### config.mk
export PLATFORM = sky130hd
export DESIGN_NAME = cfgst_top
export DESIGN_NICKNAME = d
export VERILOG_FILES = /design/src/verilog/cfgst_pkg.sv /design/src/verilog/cfgst_delay.sv /design/src/verilog/cfgst_top.sv
export VERILOG_INCLUDE_DIRS = /design/src /design/src/verilog
export SDC_FILE = /design/constraint.sdc
export NUM_CORES = 1
export LEC_CHECK = 0
export ABC_AREA = 0
export BUFFER_PORTS_ARGS = -buffer_cell sky130_fd_sc_hd__buf_2
export CAP_MARGIN = 20
export CORE_MARGIN = 3
export CORE_UTILIZATION = 30
export CTS_BUF_LIST = sky130_fd_sc_hd__clkbuf_4
export DETAILED_ROUTE_END_ITERATION = 8
export MAX_ROUTING_LAYER = met4
export PLACE_DENSITY = 0.59
export SYNTH_ARGS = -nofsm -noshare
export SYNTH_HDL_FRONTEND = slang
export SYNTH_HIERARCHICAL = 1
export SYNTH_SLANG_ARGS = --single-unit
### constraint.sdc
create_clock -name clock_i -period 1.8 [get_ports clock_i]
set_input_delay 0.09 -clock clock_i [delete_from_list [all_inputs] [get_ports clock_i]]
set_output_delay 0.09 -clock clock_i [all_outputs]
set_load 0.02 [all_outputs]
### src/verilog/cfgst_regs.svh
// timing constants and field positions for the configuration status pin logic
`ifndef CFGST_REGS_SVH
`define CFGST_REGS_SVH
`define CFGST_CLK_MHZ 25
`define CFGST_WAIT_MIN_US 30
`define CFGST_WAIT_MAX_US 300
// least and longest wait as exact cycle counts, no rounding
`define CFGST_WAIT_MIN_CYC (`CFGST_WAIT_MIN_US * `CFGST_CLK_MHZ)
`define CFGST_WAIT_MAX_CYC (`CFGST_WAIT_MAX_US * `CFGST_CLK_MHZ)
`define CFGST_CLEAR_CYC 64
`define CFGST_CNT_W 13
// scan pin vector positions
`define CFGST_SCAN_TDI 0
`define CFGST_SCAN_TCK 1
`define CFGST_SCAN_TMS 2
`endif

### src/verilog/cfgst_pkg.sv
// types for the configuration status pin logic
package cfgst_pkg;
  typedef enum logic [2:0] {
    CFGST_POWER,
    CFGST_CLEAR,
    CFGST_WAIT,
    CFGST_DELAY,
    CFGST_LOAD,
    CFGST_ERROR,
    CFGST_USER
  } cfgst_state_t;

  // three scan inputs as seen at their pads
  typedef struct packed {
    logic tms;
    logic tck;
    logic tdi;
  } cfgst_scan_t;

  // open-drain pin seen from inside
  typedef struct packed {
    logic out;
    logic oe;
  } cfgst_pin_t;
endpackage

### src/verilog/cfgst_delay.sv
// counter that times the extra wait after the init pin rises
`timescale 1ns/1ps
`include "cfgst_regs.svh"
module cfgst_delay #(
  parameter int CNT_W = `CFGST_CNT_W
) (
  input wire logic clock_i, // clock
  input wire logic rst_i, // async reset, active high
  input wire logic start_i, // restart the count
  input wire logic run_i, // count while high
  input wire logic [CNT_W-1:0] limit_i, // count that ends the wait, done follows one cycle later
  output logic done_o // wait elapsed
);
  logic [CNT_W-1:0] cnt_r;

  // count up while running, restart on start
  always_ff @(posedge clock_i or posedge rst_i) begin
    if (rst_i) begin
      cnt_r <= '0;
    end else if (start_i) begin
      cnt_r <= '0;
    end else if (run_i && cnt_r != limit_i) begin
      cnt_r <= cnt_r + 1'b1;
    end
  end

  // done once the limit is reached
  always_ff @(posedge clock_i or posedge rst_i) begin
    if (rst_i) begin
      done_o <= 1'b0;
    end else begin
      done_o <= run_i && !start_i && (cnt_r == limit_i);
    end
  end
endmodule

### src/verilog/cfgst_top.sv
// configuration status pins: busy outputs, init pin, scan pin gating
// ****************************************
// How it works
// - high busy output until user I/O active
// - low busy output until user I/O active
// - init held low during power and clearing
// - external init low keeps device waiting
// - master waits a fixed WAIT_CYC+1 cycles more, 751 cycles by default
// - init pulled low on data error
// - init released to user after start
// - no scan primitive: scan off, pins user
// - scan inputs taken straight from pads
// ****************************************
`timescale 1ns/1ps
`include "cfgst_regs.svh"
module cfgst_top #(
  parameter int CLEAR_CYC = `CFGST_CLEAR_CYC, // memory clear length
  parameter int WAIT_CYC = `CFGST_WAIT_MIN_CYC // extra master wait, 750 default
) (
  input wire logic clock_i, // config clock 25 MHz
  input wire logic rst_i, // power-on reset
  input wire logic master_mode_i, // device is config master
  input wire logic scan_keep_primitive_i, // design keeps scan primitive
  input wire logic data_error_i, // error seen in config stream
  input wire logic load_done_i, // stream fully loaded
  input wire logic init_in_i, // init pin level
  output logic init_out_o, // init pin output value
  output logic init_oe_o, // init pin driven low
  input wire logic user_init_out_i, // user drive for init pin
  input wire logic user_init_oe_i, // user enable for init pin
  input wire logic user_hi_out_i, // user value for high busy pin
  input wire logic user_lo_out_i, // user value for low busy pin
  output logic cfg_busy_high_out_o, // high while configuring
  output logic cfg_busy_low_out_o, // low while configuring
  input wire cfgst_pkg::cfgst_scan_t scan_pad_i, // scan inputs at pads
  output cfgst_pkg::cfgst_scan_t scan_core_o, // scan inputs to test logic
  output cfgst_pkg::cfgst_scan_t scan_user_o, // scan pins as user inputs
  output logic scan_enable_o, // scan functions enabled
  output logic load_enable_o, // config data may be taken
  output logic user_active_o // user I/O active
);
  import cfgst_pkg::*;

  // ****************************************
  // state
  // ****************************************
  // sequencer state and the clearing count
  cfgst_state_t state_r;
  cfgst_state_t state_nxt;
  logic [`CFGST_CNT_W-1:0] clr_cnt_r;
  logic delay_done;
  logic init_pin_low;
  logic clear_done;
  logic configuring;

  // pin reads low when driven or held outside
  assign init_pin_low = !init_in_i;
  assign clear_done = (clr_cnt_r == `CFGST_CNT_W'(CLEAR_CYC - 1));
  assign configuring = (state_r != CFGST_USER);

  // memory clearing counter
  always_ff @(posedge clock_i or posedge rst_i) begin
    if (rst_i) begin
      clr_cnt_r <= '0;
    end else if (state_r == CFGST_CLEAR && !clear_done) begin
      clr_cnt_r <= clr_cnt_r + 1'b1;
    end
  end

  // extra wait for master devices after init rises
  cfgst_delay #(
    .CNT_W(`CFGST_CNT_W)
  ) u_delay (
    .clock_i(clock_i),
    .rst_i(rst_i),
    .start_i(state_r != CFGST_DELAY),
    .run_i(state_r == CFGST_DELAY),
    .limit_i(`CFGST_CNT_W'(WAIT_CYC - 1)),
    .done_o(delay_done)
  );

  // next state
  always_comb begin
    state_nxt = state_r;
    unique case (state_r)
      CFGST_POWER: begin
        state_nxt = CFGST_CLEAR;
      end
      CFGST_CLEAR: begin
        if (clear_done) begin
          state_nxt = CFGST_WAIT;
        end
      end
      CFGST_WAIT: begin
        // stay while anyone holds init low
        if (!init_pin_low) begin
          state_nxt = master_mode_i ? CFGST_DELAY : CFGST_LOAD;
        end
      end
      CFGST_DELAY: begin
        if (init_pin_low) begin
          state_nxt = CFGST_WAIT;
        end else if (delay_done) begin
          state_nxt = CFGST_LOAD;
        end
      end
      CFGST_LOAD: begin
        if (data_error_i) begin
          state_nxt = CFGST_ERROR;
        end else if (load_done_i) begin
          state_nxt = CFGST_USER;
        end
      end
      CFGST_ERROR: begin
        state_nxt = CFGST_ERROR; // held until power-on reset
      end
      CFGST_USER: begin
        state_nxt = CFGST_USER;
      end
      default: begin
        state_nxt = CFGST_POWER; // unused code restarts the start-up
      end
    endcase
  end

  // state register
  always_ff @(posedge clock_i or posedge rst_i) begin
    if (rst_i) begin
      state_r <= CFGST_POWER;
    end else begin
      state_r <= state_nxt;
    end
  end

  // ****************************************
  // init pin
  // ****************************************
  // init value: always low while configuring, user value after start
  always_ff @(posedge clock_i or posedge rst_i) begin
    if (rst_i) begin
      init_out_o <= 1'b0;
    end else if (state_nxt == CFGST_USER) begin
      init_out_o <= user_init_out_i;
    end else begin
      init_out_o <= 1'b0;
    end
  end

  // init enable: pull low in power, clear and error; user owns it after start
  always_ff @(posedge clock_i or posedge rst_i) begin
    if (rst_i) begin
      init_oe_o <= 1'b1;
    end else if (state_nxt == CFGST_USER) begin
      init_oe_o <= user_init_oe_i;
    end else begin
      init_oe_o <= (state_nxt == CFGST_POWER) || (state_nxt == CFGST_CLEAR)
        || (state_nxt == CFGST_ERROR);
    end
  end

  // ****************************************
  // busy outputs
  // ****************************************
  // high busy pin: held high until user I/O go live
  always_ff @(posedge clock_i or posedge rst_i) begin
    if (rst_i) begin
      cfg_busy_high_out_o <= 1'b1;
    end else begin
      cfg_busy_high_out_o <= (state_nxt == CFGST_USER) ? user_hi_out_i : 1'b1;
    end
  end

  // low busy pin: held low until user I/O go live
  always_ff @(posedge clock_i or posedge rst_i) begin
    if (rst_i) begin
      cfg_busy_low_out_o <= 1'b0;
    end else begin
      cfg_busy_low_out_o <= (state_nxt == CFGST_USER) ? user_lo_out_i : 1'b0;
    end
  end

  // user I/O live flag, permanent once set
  always_ff @(posedge clock_i or posedge rst_i) begin
    if (rst_i) begin
      user_active_o <= 1'b0;
    end else begin
      user_active_o <= (state_nxt == CFGST_USER);
    end
  end

  // load window seen by the host side
  always_ff @(posedge clock_i or posedge rst_i) begin
    if (rst_i) begin
      load_enable_o <= 1'b0;
    end else begin
      load_enable_o <= (state_nxt == CFGST_LOAD);
    end
  end

  // ****************************************
  // scan pins
  // ****************************************
  // scan stays live during config and after if primitive kept
  always_ff @(posedge clock_i or posedge rst_i) begin
    if (rst_i) begin
      scan_enable_o <= 1'b1;
    end else begin
      scan_enable_o <= configuring || scan_keep_primitive_i;
    end
  end

  // pad values registered once, no I/O block path
  always_ff @(posedge clock_i or posedge rst_i) begin
    if (rst_i) begin
      scan_core_o <= '0;
    end else begin
      scan_core_o <= scan_pad_i;
    end
  end

  // pads reach user logic only after start without the primitive
  always_ff @(posedge clock_i or posedge rst_i) begin
    if (rst_i) begin
      scan_user_o <= '0;
    end else begin
      scan_user_o <= (!configuring && !scan_keep_primitive_i) ? scan_pad_i : '0;
    end
  end
endmodule
# Word-level counts from Yosys, hierarchy flattened
# Cells that the tools add are included.
# W data, S select, Z words.
classes:
  muxes: 15
  n_eq_ne: 15
  addsub: 2
  reduce_logical: 15
op_table:
  columns: ["op", "n"]
  rows:
  - ["$add A13 B1 Y13 const B", 2]
  - ["$mux W13", 2]
  - ["$mux W3", 8]
  - ["$pmux W3 S7", 1]
  - ["$eq A3 B3 Y1 const B", 6]
  - ["$eq A13 B10 Y1 const B", 1]
  - ["$eq A13 B6 Y1 const B", 1]
  - ["$ne A13 B10 Y1 const B", 1]
  - ["$eq A3 B1 Y1 const B", 2]
  - ["$eq A3 B2 Y1 const B", 2]
  - ["$logic_not A3 Y1", 2]
  - ["$logic_and A1 B1 Y1", 5]
  - ["$logic_not A1 Y1", 4]
  - ["$mux W1", 4]
  - ["$logic_or A1 B1 Y1", 3]
  - ["$ne A3 B2 Y1 const B", 1]
  - ["$ne A3 B3 Y1 const B", 1]
  - ["$reduce_bool A2 Y1", 1]
word_totals:
  reg_bits: 43
  in_bits: 14

# Logic depth before layout (Yosys ltp)
# Gate-level depths: netlist of the first run.
logic_depth:
  ltp_word: 7
  mapped_depth: 8

# Modules after synthesis
# Netlist of the first run, hierarchy kept.
modules_own_cells:
  columns: ["module", "seq_area_each_um2", "area_per_inst_um2", "n_inst", "cells_each"]
  rows:
  - ["cfgst_top", 729.4, 1291.2, 1, 115]
  - ["cfgst_delay", 350.3, 913.4, 1, 102]

# Worst setup path before layout of the first run
# OpenSTA, ideal clock, no wires.
synth_timing:
  path_kind: "register to register"
  startpoint: "register state_r[0]"
  endpoint: "register u_delay.cnt_r[8]"
  arrival_ps: 1808
  period_less_slack_ps: 1886
  n_path_buf: 2
  slack_ps: -86
  stages_incl_launch_ff: 9
  setup_ps: 78
  t_required_ps: 1722
  cell_sequence: "dfrtp_1 buf_2 nor2b_1 nand2_1 inv_1 buf_1 clkinv_1 or4_1 a21oi_1"
synth_via:
  elab_chain_cells: 3
synth_rtl:
  columns: ["element", "line", "source"]
  rows:
  - ["from (decl)", "cfgst_top.sv:48", "cfgst_state_t state_r;"]
  - ["from (signal assigned)", "cfgst_top.sv:131", "state_r <= state_nxt;"]
  - ["$eq A3 B2 Y1", "cfgst_top.sv:77", ".run_i(state_r == CFGST_DELAY),"]
  - ["$logic_and A1 B1 Y1", "cfgst_delay.sv:22", "end else if (run_i && cnt_r != limit_i) begin"]
  - ["$reduce_bool A2 Y1 (no line)", null, null]
  - ["to (signal assigned)", "cfgst_delay.sv:23", "cnt_r <= cnt_r + 1'b1;"]
  - ["to (decl)", "cfgst_delay.sv:14", "logic [CNT_W-1:0] cnt_r;"]
# Parallel ways exist; a longest one is shown, timed or not.
# A chain may end at the register's enable or synchronous reset.

# Worst setup path after layout of the first run
layout_timing:
  startpoint: "register state_r[0]"
  endpoint: "register init_out_o"
layout_rtl:
  columns: ["element", "line", "source"]
  rows:
  - ["$eq A3 B3 Y1, or another cell as far along", "cfgst_top.sv:85", "unique case (state_r)"]
  - ["$pmux W3 S7 *", "cfgst_top.sv:85", null]
  - ["net state_nxt[1]", "cfgst_top.sv:49", "cfgst_state_t state_nxt;"]
  - ["$eq A3 B3 Y1 *", "cfgst_top.sv:142", "end else if (state_nxt == CFGST_USER) begin"]
  - ["$mux W1 *", "cfgst_top.sv:142", null]
  - ["to (signal assigned)", "cfgst_top.sv:143", "init_out_o <= user_init_out_i;"]
  - ["to (decl)", "cfgst_top.sv:27", "output logic init_out_o,"]
# The timed path passes the listed nets; every way through them passes the cells marked *.

==> results.txt, run 1 <==
----------------------------------------------------
[Outcome]
  Status ... complete, no violations

[Placement]
  Placed inst area ... 0.002624 mm2
  Post-Place Setup Slack ... 0.006943 ns
  Gp weighted congestion ... 0.7840
  Half-perimeter wire length after detailed placement ... 3.046 mm
  Total of buffers placed on input and output ports ... 26

[Synthesis]
  Leading cell type by number of instances after synthesis ... dfrtp_1
  Register bit total from synthesis ... 43
  Largest area contributor in the netlist ... dfrtp_1
  Adder-cell area share of the yosys netlist ... 0.01135
  Distinct cell type count after synthesis ... 46
  Share of flip-flops with an asynchronous set or reset ... 1.000
  Warnings from Yosys ... 6
  Post-synth top cells ... dfrtp_1 (40), xnor2_1 (21), nand2_1 (20)
  Largest cells by area after synthesis ... dfrtp_1 (45%), xnor2_1 (8.3%), dfstp_2 (3.6%), nand2_1 (3.4%), nor2_1 (2.9%)
  Cell count after synthesis ... 217
  Cell area after technology mapping ... 0.002205 mm2
  Largest family of logic cells by synthesized area ... simple AND/OR/NAND/NOR gates
  Predominant post-synthesis flop cell ... dfrtp_1
  Xor/xnor cell area share of the yosys netlist ... 0.09932
  Post-synthesis mux area share ... 0.03802
  Simple-gate share of the synthesized area ... 0.2406
  Post-synthesis sequential area ratio ... 0.4898
  Post-synth EDFFs ... 0
  Portion of synthesized cell area occupied by the leading cell type ... 0.4540
  Mean post-synth cell area ... 10.16 um2
  Area fraction in compound gates after synthesis ... 0.07662

[Clock tree]
  Clock-pin slew reported for the worst setup and hold paths after clock tree synthesis ... 0.13 ns
  Cell chosen for the clock root ... clkbuf_4
  Clock buffer depth ... 2
  Number of clock buffers inserted by TritonCTS ... 5
  Clock latency reported for the late side of the worst-skew pair ... 0.36 ns
  Clock tree from TritonCTS ... yes
  Num Clock Sinks ... 43
  CTS H-tree depth ... 2

[Pwr]
  Leakage power total ... 0.001290 uW
  Sum of internal, switching and leakage power ... 2577 uW
  Total power density per cell area ... 879.5 mW/mm2
  Peak supply drop ... 0.2576 mV

[Min path]
  Hold/Removal Path Class ... primary input to flip-flop
  Min-Delay Endpoint ... state_r[1]
  Critical hold path startpoint ... data_error_i
  Hold Crit Depth ... 3

[Final layout]
  Diode count ... 0
  Layout filler cell count ... 680
  Final Cell Area ... 0.002930 mm2
  Net count of the finished layout ... 311
  Layout cell share with drive strength beyond 1 ... 0.3311
  Area growth, synth to finish ... 32.92%

[Drt]
  Detailed Routing Iterations Pass 1 ... 5
  Routed length per placed instance ... 11.43 um
  Number of design-rule violations left by the first detailed-router iteration ... 50
  Remaining DRCs ... 0
  DRT antenna net count ... 0
  Number of vias in the routed layout ... 1,736
  Post-detailed-routing wire length ... 4.481 mm
  Detailed-route vias per instance ... 4.429

[Worst setup path]
  Worst path slowest cell ... or4b_4
  Crit path largest cell delay ... 0.51 ns
  Data arrival time of the critical path ... 2.04 ns
  Worst Setup Start Kind ... flip-flop
  Endpoint type of the worst setup path ... flip-flop
  Reg-to-reg setup timing slack ... 0.04 ns
  Type of the worst setup path ... flip-flop to flip-flop
  Cell occurring most often along the worst timing path ... buf_4
  Worst-path cell chain ... buf_4 > or4b_4 > o211ai_1 > o311ai_4 > nand3_2 > buf_4 > nor2_1
  Crit path max fanout ... 8
  Critical path required time ... 2.07 ns
  CP delay by family, top ... simple AND/OR/NAND/NOR gates
  Worst path buffer plus inverter count ... 2
  Cell count of the worst reg-to-reg path ... 7
  Reg-to-reg critical path endpoint ... init_out_o
  Source of the worst register-to-register timing path ... state_r[0]

[Timing]
  Final Setup Violations ... 0
  Final number of hold-violating endpoints ... 0
  Least-Margin Pin Slew ... 0.5851 ns
  Fin crit share ... 0.9793
  Maximum frequency from static timing analysis ... 0.5673 GHz
  Setup WS post-layout ... 0.03722 ns
  RSZ-0062 raised after global routing ... true
  Final worst path period need ... 1.763 ns
  Final max-slew violation count ... 0
  Final setup skew ... 0.003655 ns
  Relative max-transition margin ... 0.6095
  Setup total negative slack ... 0 ns

[Global route]
  First-pass GRT wire length ... 7.452 mm
  Via count of the first global-routing pass ... 1,700
  Initial antenna violation count ... 0
  Pin count of the biggest net entering global routing ... 30
  Sum of overflow across all layers after global routing ... 0
  Total global routing track utilization ... 0.1106

[Die]
  Core region area ... 0.006944 mm2
  Top-level I/O count ... 27
  Die X ... 91.73 um
  Die area ... 0.008413 mm2
  Number of rows created at floorplan ... 30
  Vert. Die Dim ... 91.73 um
  Initial Utilization ... 0.3175

[Job]
  Max cap viols ... 0

----------------------------------------------------
==> per-stage QoR <==
stage / util / instances / hold slack, ns
finish: 0.4220 / 392 / 0.1203
global placement: 0.3778 / 365 / 0.1837
CTS: 0.3998 / 382 / 0.08723
global route: 0.4220 / 392 / 0.08167
floorplan: - / 228 / -0.02078
detailed placement: 0.3778 / 365 / 0.1887
==> registers in the layout, indices dropped and copies added, names as in the netlist <==
| name | flops |
|---|---|
| scan_enable_o | 1 |
| init_out_o | 1 |
| init_oe_o | 1 |
| clr_cnt_r | 13 |
| u_delay/cnt_r | 13 |
| scan_user_o | 3 |
| cfg_busy_low_out_o | 1 |
| user_active_o | 1 |
| scan_core_o | 3 |
| cfg_busy_high_out_o | 1 |
| state_r | 3 |
| load_enable_o | 1 |
| u_delay/done_o | 1 |
==> tightest hold or removal path: cells and delay by family <==
| family | cells | cell delay, ns |
|---|---|---|
| and+or+nand+nor | 1 | 0.15 |
| buffers and inverters | 1 | 0.09 |
| AOI/OAI and AO/OA | 1 | 0.12 |
==> logic make-up (layout without fill, tap and decap cells) <==
kind of cell,Yosys count,after routing
mux,7,7
xor+xnor,25,25
buf+inv,20,88
simple gates,94,94
fa+ha+maj,2,2
other cells,2,13
compound gates,24,24
flops,43,43
==> placed cells by master, fill, tap and decap left out, drive strengths merged, types with 2 or more instances in the layout <==
cell type / netlist / final
conb: 2 / 13
o31ai: 3 / 3
and3: 2 / 2
or3: 5 / 5
mux2: 5 / 5
nand3: 10 / 10
nor2b: 5 / 5
inv: 11 / 12
xor2: 4 / 4
a21oi: 10 / 10
nor2: 17 / 17
clkbuf: 1 / 5
dlygate4sd3: 0 / 9
buf: 7 / 59
and2: 5 / 5
nand4: 10 / 10
mux2i: 2 / 2
xnor2: 21 / 21
o21ai: 5 / 5
dfrtp: 40 / 40
nand2b: 3 / 3
or4: 4 / 4
nand2: 20 / 20
nor4: 3 / 3
ha: 2 / 2
dfstp: 3 / 3
nor3: 6 / 6
clkinvlp: 0 / 2
==> layer usage <==
| layer | vias up | share of wire | track usage |
|---|---|---|---|
| met4 | 0 | 0.0094 | 0.04084 |
| met1 | 814 | 0.46 | 0.1346 |
| met2 | 34 | 0.50 | 0.1820 |
| met5 | - | 0 | - |
| met3 | 5 | 0.033 | 0.02215 |
| li1 | 883 | - | - |
==> worst max-delay path by stage <==
stage | from | to | slack (ns) | depth (start not counted)
CTS | clr_cnt_r[9] | cfg_busy_high_out_o | 0.002 | 5
global route | clr_cnt_r[1] | init_out_o | -0.08 | 7
detailed placement | clr_cnt_r[7] | cfg_busy_high_out_o | 0.007 | 5
finish | state_r[0] | init_out_o | 0.04 | 7
global placement | clr_cnt_r[9] | cfg_busy_high_out_o | 0.06 | 5
floorplan | state_r[0] | u_delay/cnt_r[8] | 0.04 | 8
==> cell type report <==
type | instances | area [um2] | area share
Multi-Input combinational cell | 165 | 1147 | 0.3915
Sequential cell | 43 | 1084 | 0.3698
Timing Repair Buffer | 68 | 476.7 | 0.1627
Tap cell | 96 | 120.1 | 0.04099
Inverter | 12 | 45.04 | 0.01537
Clock buffer | 5 | 37.54 | 0.01281
Clock inverter | 3 | 20.02 | 0.006832
==> power breakdown <==
group	switching, uW	total (uW)	internal, uW
logic	460	912	452
registers	93.8	1180	1090
clock network	331	481	149
total	885	2580	1690
==> timing repair <==
action                                  CTS  global route
cloned                                    0             1
hold endpoints to repair                 51             0
hold buffers                              9             0
pin swaps                                 0            12
resized for setup                         1            25
setup buffers                             0             9
endpoints found under the setup margin    1            15
(Power assumes the default switching activity.)
==> run 2, diff against run 1 <==
--- a/config.mk
+++ b/config.mk
@@ -11,7 +11,6 @@
 export CAP_MARGIN = 20
 export CORE_MARGIN = 3
 export CORE_UTILIZATION = 30
-export CTS_BUF_LIST = sky130_fd_sc_hd__clkbuf_4
 export DETAILED_ROUTE_END_ITERATION = 8
 export MAX_ROUTING_LAYER = met4
 export PLACE_DENSITY = 0.59
==> run 2 against run 1 <==
First-iteration DRC count unchanged. Clock-buffer cell count unchanged. Clock skew up 0.00073 ns. Total power up 3.9%. Register-to-register slack about the same. Design area down 0.77%. Die area unchanged. Final cell count down 1.0%. Flip-flop and latch count unchanged. Critical path depth down 1. Wire length down 3.6%. Largest cell class unchanged.
==> results.txt, run 2 (synthesis results as in run 1) <==
----------------------------------------------------
[Final layout]
  Top Registers ... clr_cnt_r: 13 flops, u_delay/cnt_r: 13 flops
  Multi-input logic area ... 0.001135 mm2
  Area growth, synth to finish ... 31.90%
  Layout cell share with drive strength beyond 1 ... 0.3116
  Diode count ... 0
  Finished Core Util ... 0.4187
  Net count of the finished layout ... 307
  Layout filler cell count ... 676
  Most common cell after layout, fill and taps aside ... dfrtp_1
  Total area of sequential cells ... 0.001082 mm2
  Final Cell Area ... 0.002908 mm2
  Final cell count without fillers ... 388
  Commonest cells after routing, fill and taps aside ... dfrtp_1 (38), buf_4 (28), buf_2 (27)

[Die]
  Die X ... 91.73 um
  Die area ... 0.008413 mm2
  Number of rows created at floorplan ... 30
  Core region area ... 0.006944 mm2
  Top-level I/O count ... 27
  Initial Utilization ... 0.3175
  Vert. Die Dim ... 91.73 um

[Pwr]
  Sum of internal, switching and leakage power ... 2678 uW
  Total power density per cell area ... 920.8 mW/mm2
  Leakage power total ... 0.001284 uW
  Peak supply drop ... 0.3599 mV

[Clock tree]
  Clock tree from TritonCTS ... yes
  Clock latency reported for the late side of the worst-skew pair ... 0.30 ns
  Num Clock Sinks ... 43
  Clock buffer depth ... 2
  Clock-pin slew reported for the worst setup and hold paths after clock tree synthesis ... 0.08 ns
  CTS H-tree depth ... 2
  Number of clock buffers inserted by TritonCTS ... 5
  Cell chosen for the clock root ... clkbuf_8

[Placement]
  Post-Place Setup Slack ... 0.006943 ns
  Cell Count Post-Placement ... 365
  Gp weighted congestion ... 0.7840
  Total of buffers placed on input and output ports ... 26
  Half-perimeter wire length after detailed placement ... 3.046 mm
  Placed inst area ... 0.002624 mm2

[Worst setup path]
  Cell count of the worst reg-to-reg path ... 6
  Source of the worst register-to-register timing path ... clr_cnt_r[1]
  Crit path max fanout ... 4
  Critical path required time ... 2.03 ns
  Endpoint type of the worst setup path ... flip-flop
  Worst Setup Start Kind ... flip-flop
  Reg-to-reg setup timing slack ... 0.05 ns
  Type of the worst setup path ... flip-flop to flip-flop
  Reg-to-reg critical path endpoint ... cfg_busy_high_out_o
  Data arrival time of the critical path ... 1.98 ns

[Timing]
  Final setup skew ... 0.004385 ns
  Final worst path period need ... 1.752 ns
  Relative max-transition margin ... 0.6108
  Fin crit share ... 0.9735
  RSZ-0062 raised after global routing ... true
  Setup WS post-layout ... 0.04773 ns
  Final number of hold-violating endpoints ... 0
  Final max-slew violation count ... 0
  Least-Margin Pin Slew ... 0.5832 ns
  Final Setup Violations ... 0
  Maximum frequency from static timing analysis ... 0.5707 GHz

[Global route]
  Pin count of the biggest net entering global routing ... 30
  Total global routing track utilization ... 0.1102
  Sum of overflow across all layers after global routing ... 0
  Via count of the first global-routing pass ... 1,685
  First-pass GRT wire length ... 7.438 mm
  Initial antenna violation count ... 0

[Drt]
  DRT antenna net count ... 0
  Post-detailed-routing wire length ... 4.319 mm
  Detailed-route vias per instance ... 4.479
  Routed length per placed instance ... 11.13 um
  Remaining DRCs ... 0
  Number of vias in the routed layout ... 1,738
  Detailed Routing Iterations Pass 1 ... 4
  Number of design-rule violations left by the first detailed-router iteration ... 50

[Job]
  Max cap viols ... 0

[Min path]
  Hold Crit Depth ... 3
  Min-Delay Endpoint ... scan_enable_o
  Hold/Removal Path Class ... primary input to flip-flop
  Critical hold path startpoint ... scan_keep_primitive_i

[Outcome]
  Status ... complete, no violations

----------------------------------------------------
[run 2: layout make-up]
| type | instances | share of cell area |
|---|---|---|
| repair buffers | 64 | 0.1502 |
| flip-flops and latches | 43 | 0.3722 |
| clock buffers | 5 | 0.02367 |
| well taps | 96 | 0.04131 |
| inverters | 12 | 0.01549 |
| clock inverters | 3 | 0.006885 |
| multi-input cells | 165 | 0.3903 |
[run 2: how the worst max path moves through the flow]
stage,cells after the start,to,startpoint
floorplan,8,u_delay/cnt_r[8],state_r[0]
global placement,5,cfg_busy_high_out_o,clr_cnt_r[9]
detailed placement,5,cfg_busy_high_out_o,clr_cnt_r[7]
CTS,5,cfg_busy_high_out_o,clr_cnt_r[9]
global route,7,init_out_o,clr_cnt_r[1]
finish,6,cfg_busy_high_out_o,clr_cnt_r[1]
[run 2: worst max-delay path, cell delays in order, from the launching register on]
cell and delay (ns):
dfrtp_1 0.38, ha_2 0.20, and3_4 0.20, nand4_4 0.16, o311ai_4 0.35, nand3_2 0.16
or2_1 0.24
[run 2: report_power, final]
part,total [uW],switching (uW),internal [uW]
sequential,1190,95.1,1090
clock,614,344,270
combinational,877,450,428
total,2680,889,1790
[run 2: repair_timing]
item,in CTS,in global routing
gates resized for setup,1,19
setup buffers,0,6
cloned,0,1
hold endpoints to repair,47,0
setup endpoints to repair,1,13
pin swaps,0,13
hold buffers,8,0
[run 2: stage by stage]
| step | hold slack (ns) | setup TNS (ns) |
|---|---|---|
| after CTS | 0.02208 | 0 |
| final | 0.02833 | 0 |
| after global routing | 0.05742 | -0.3174 |
| after floorplan | -0.02078 | 0 |
| after detailed placement | 0.1887 | 0 |
| after global placement | 0.1837 | 0 |
[run 2: metal layers]
layer,global-route usage,routed length [um],share of wire
met5,-,0,0
met4,0.04084,59,0.014
met3,0.02215,149,0.034
met2,0.1820,2087,0.48
met1,0.1335,2022,0.47
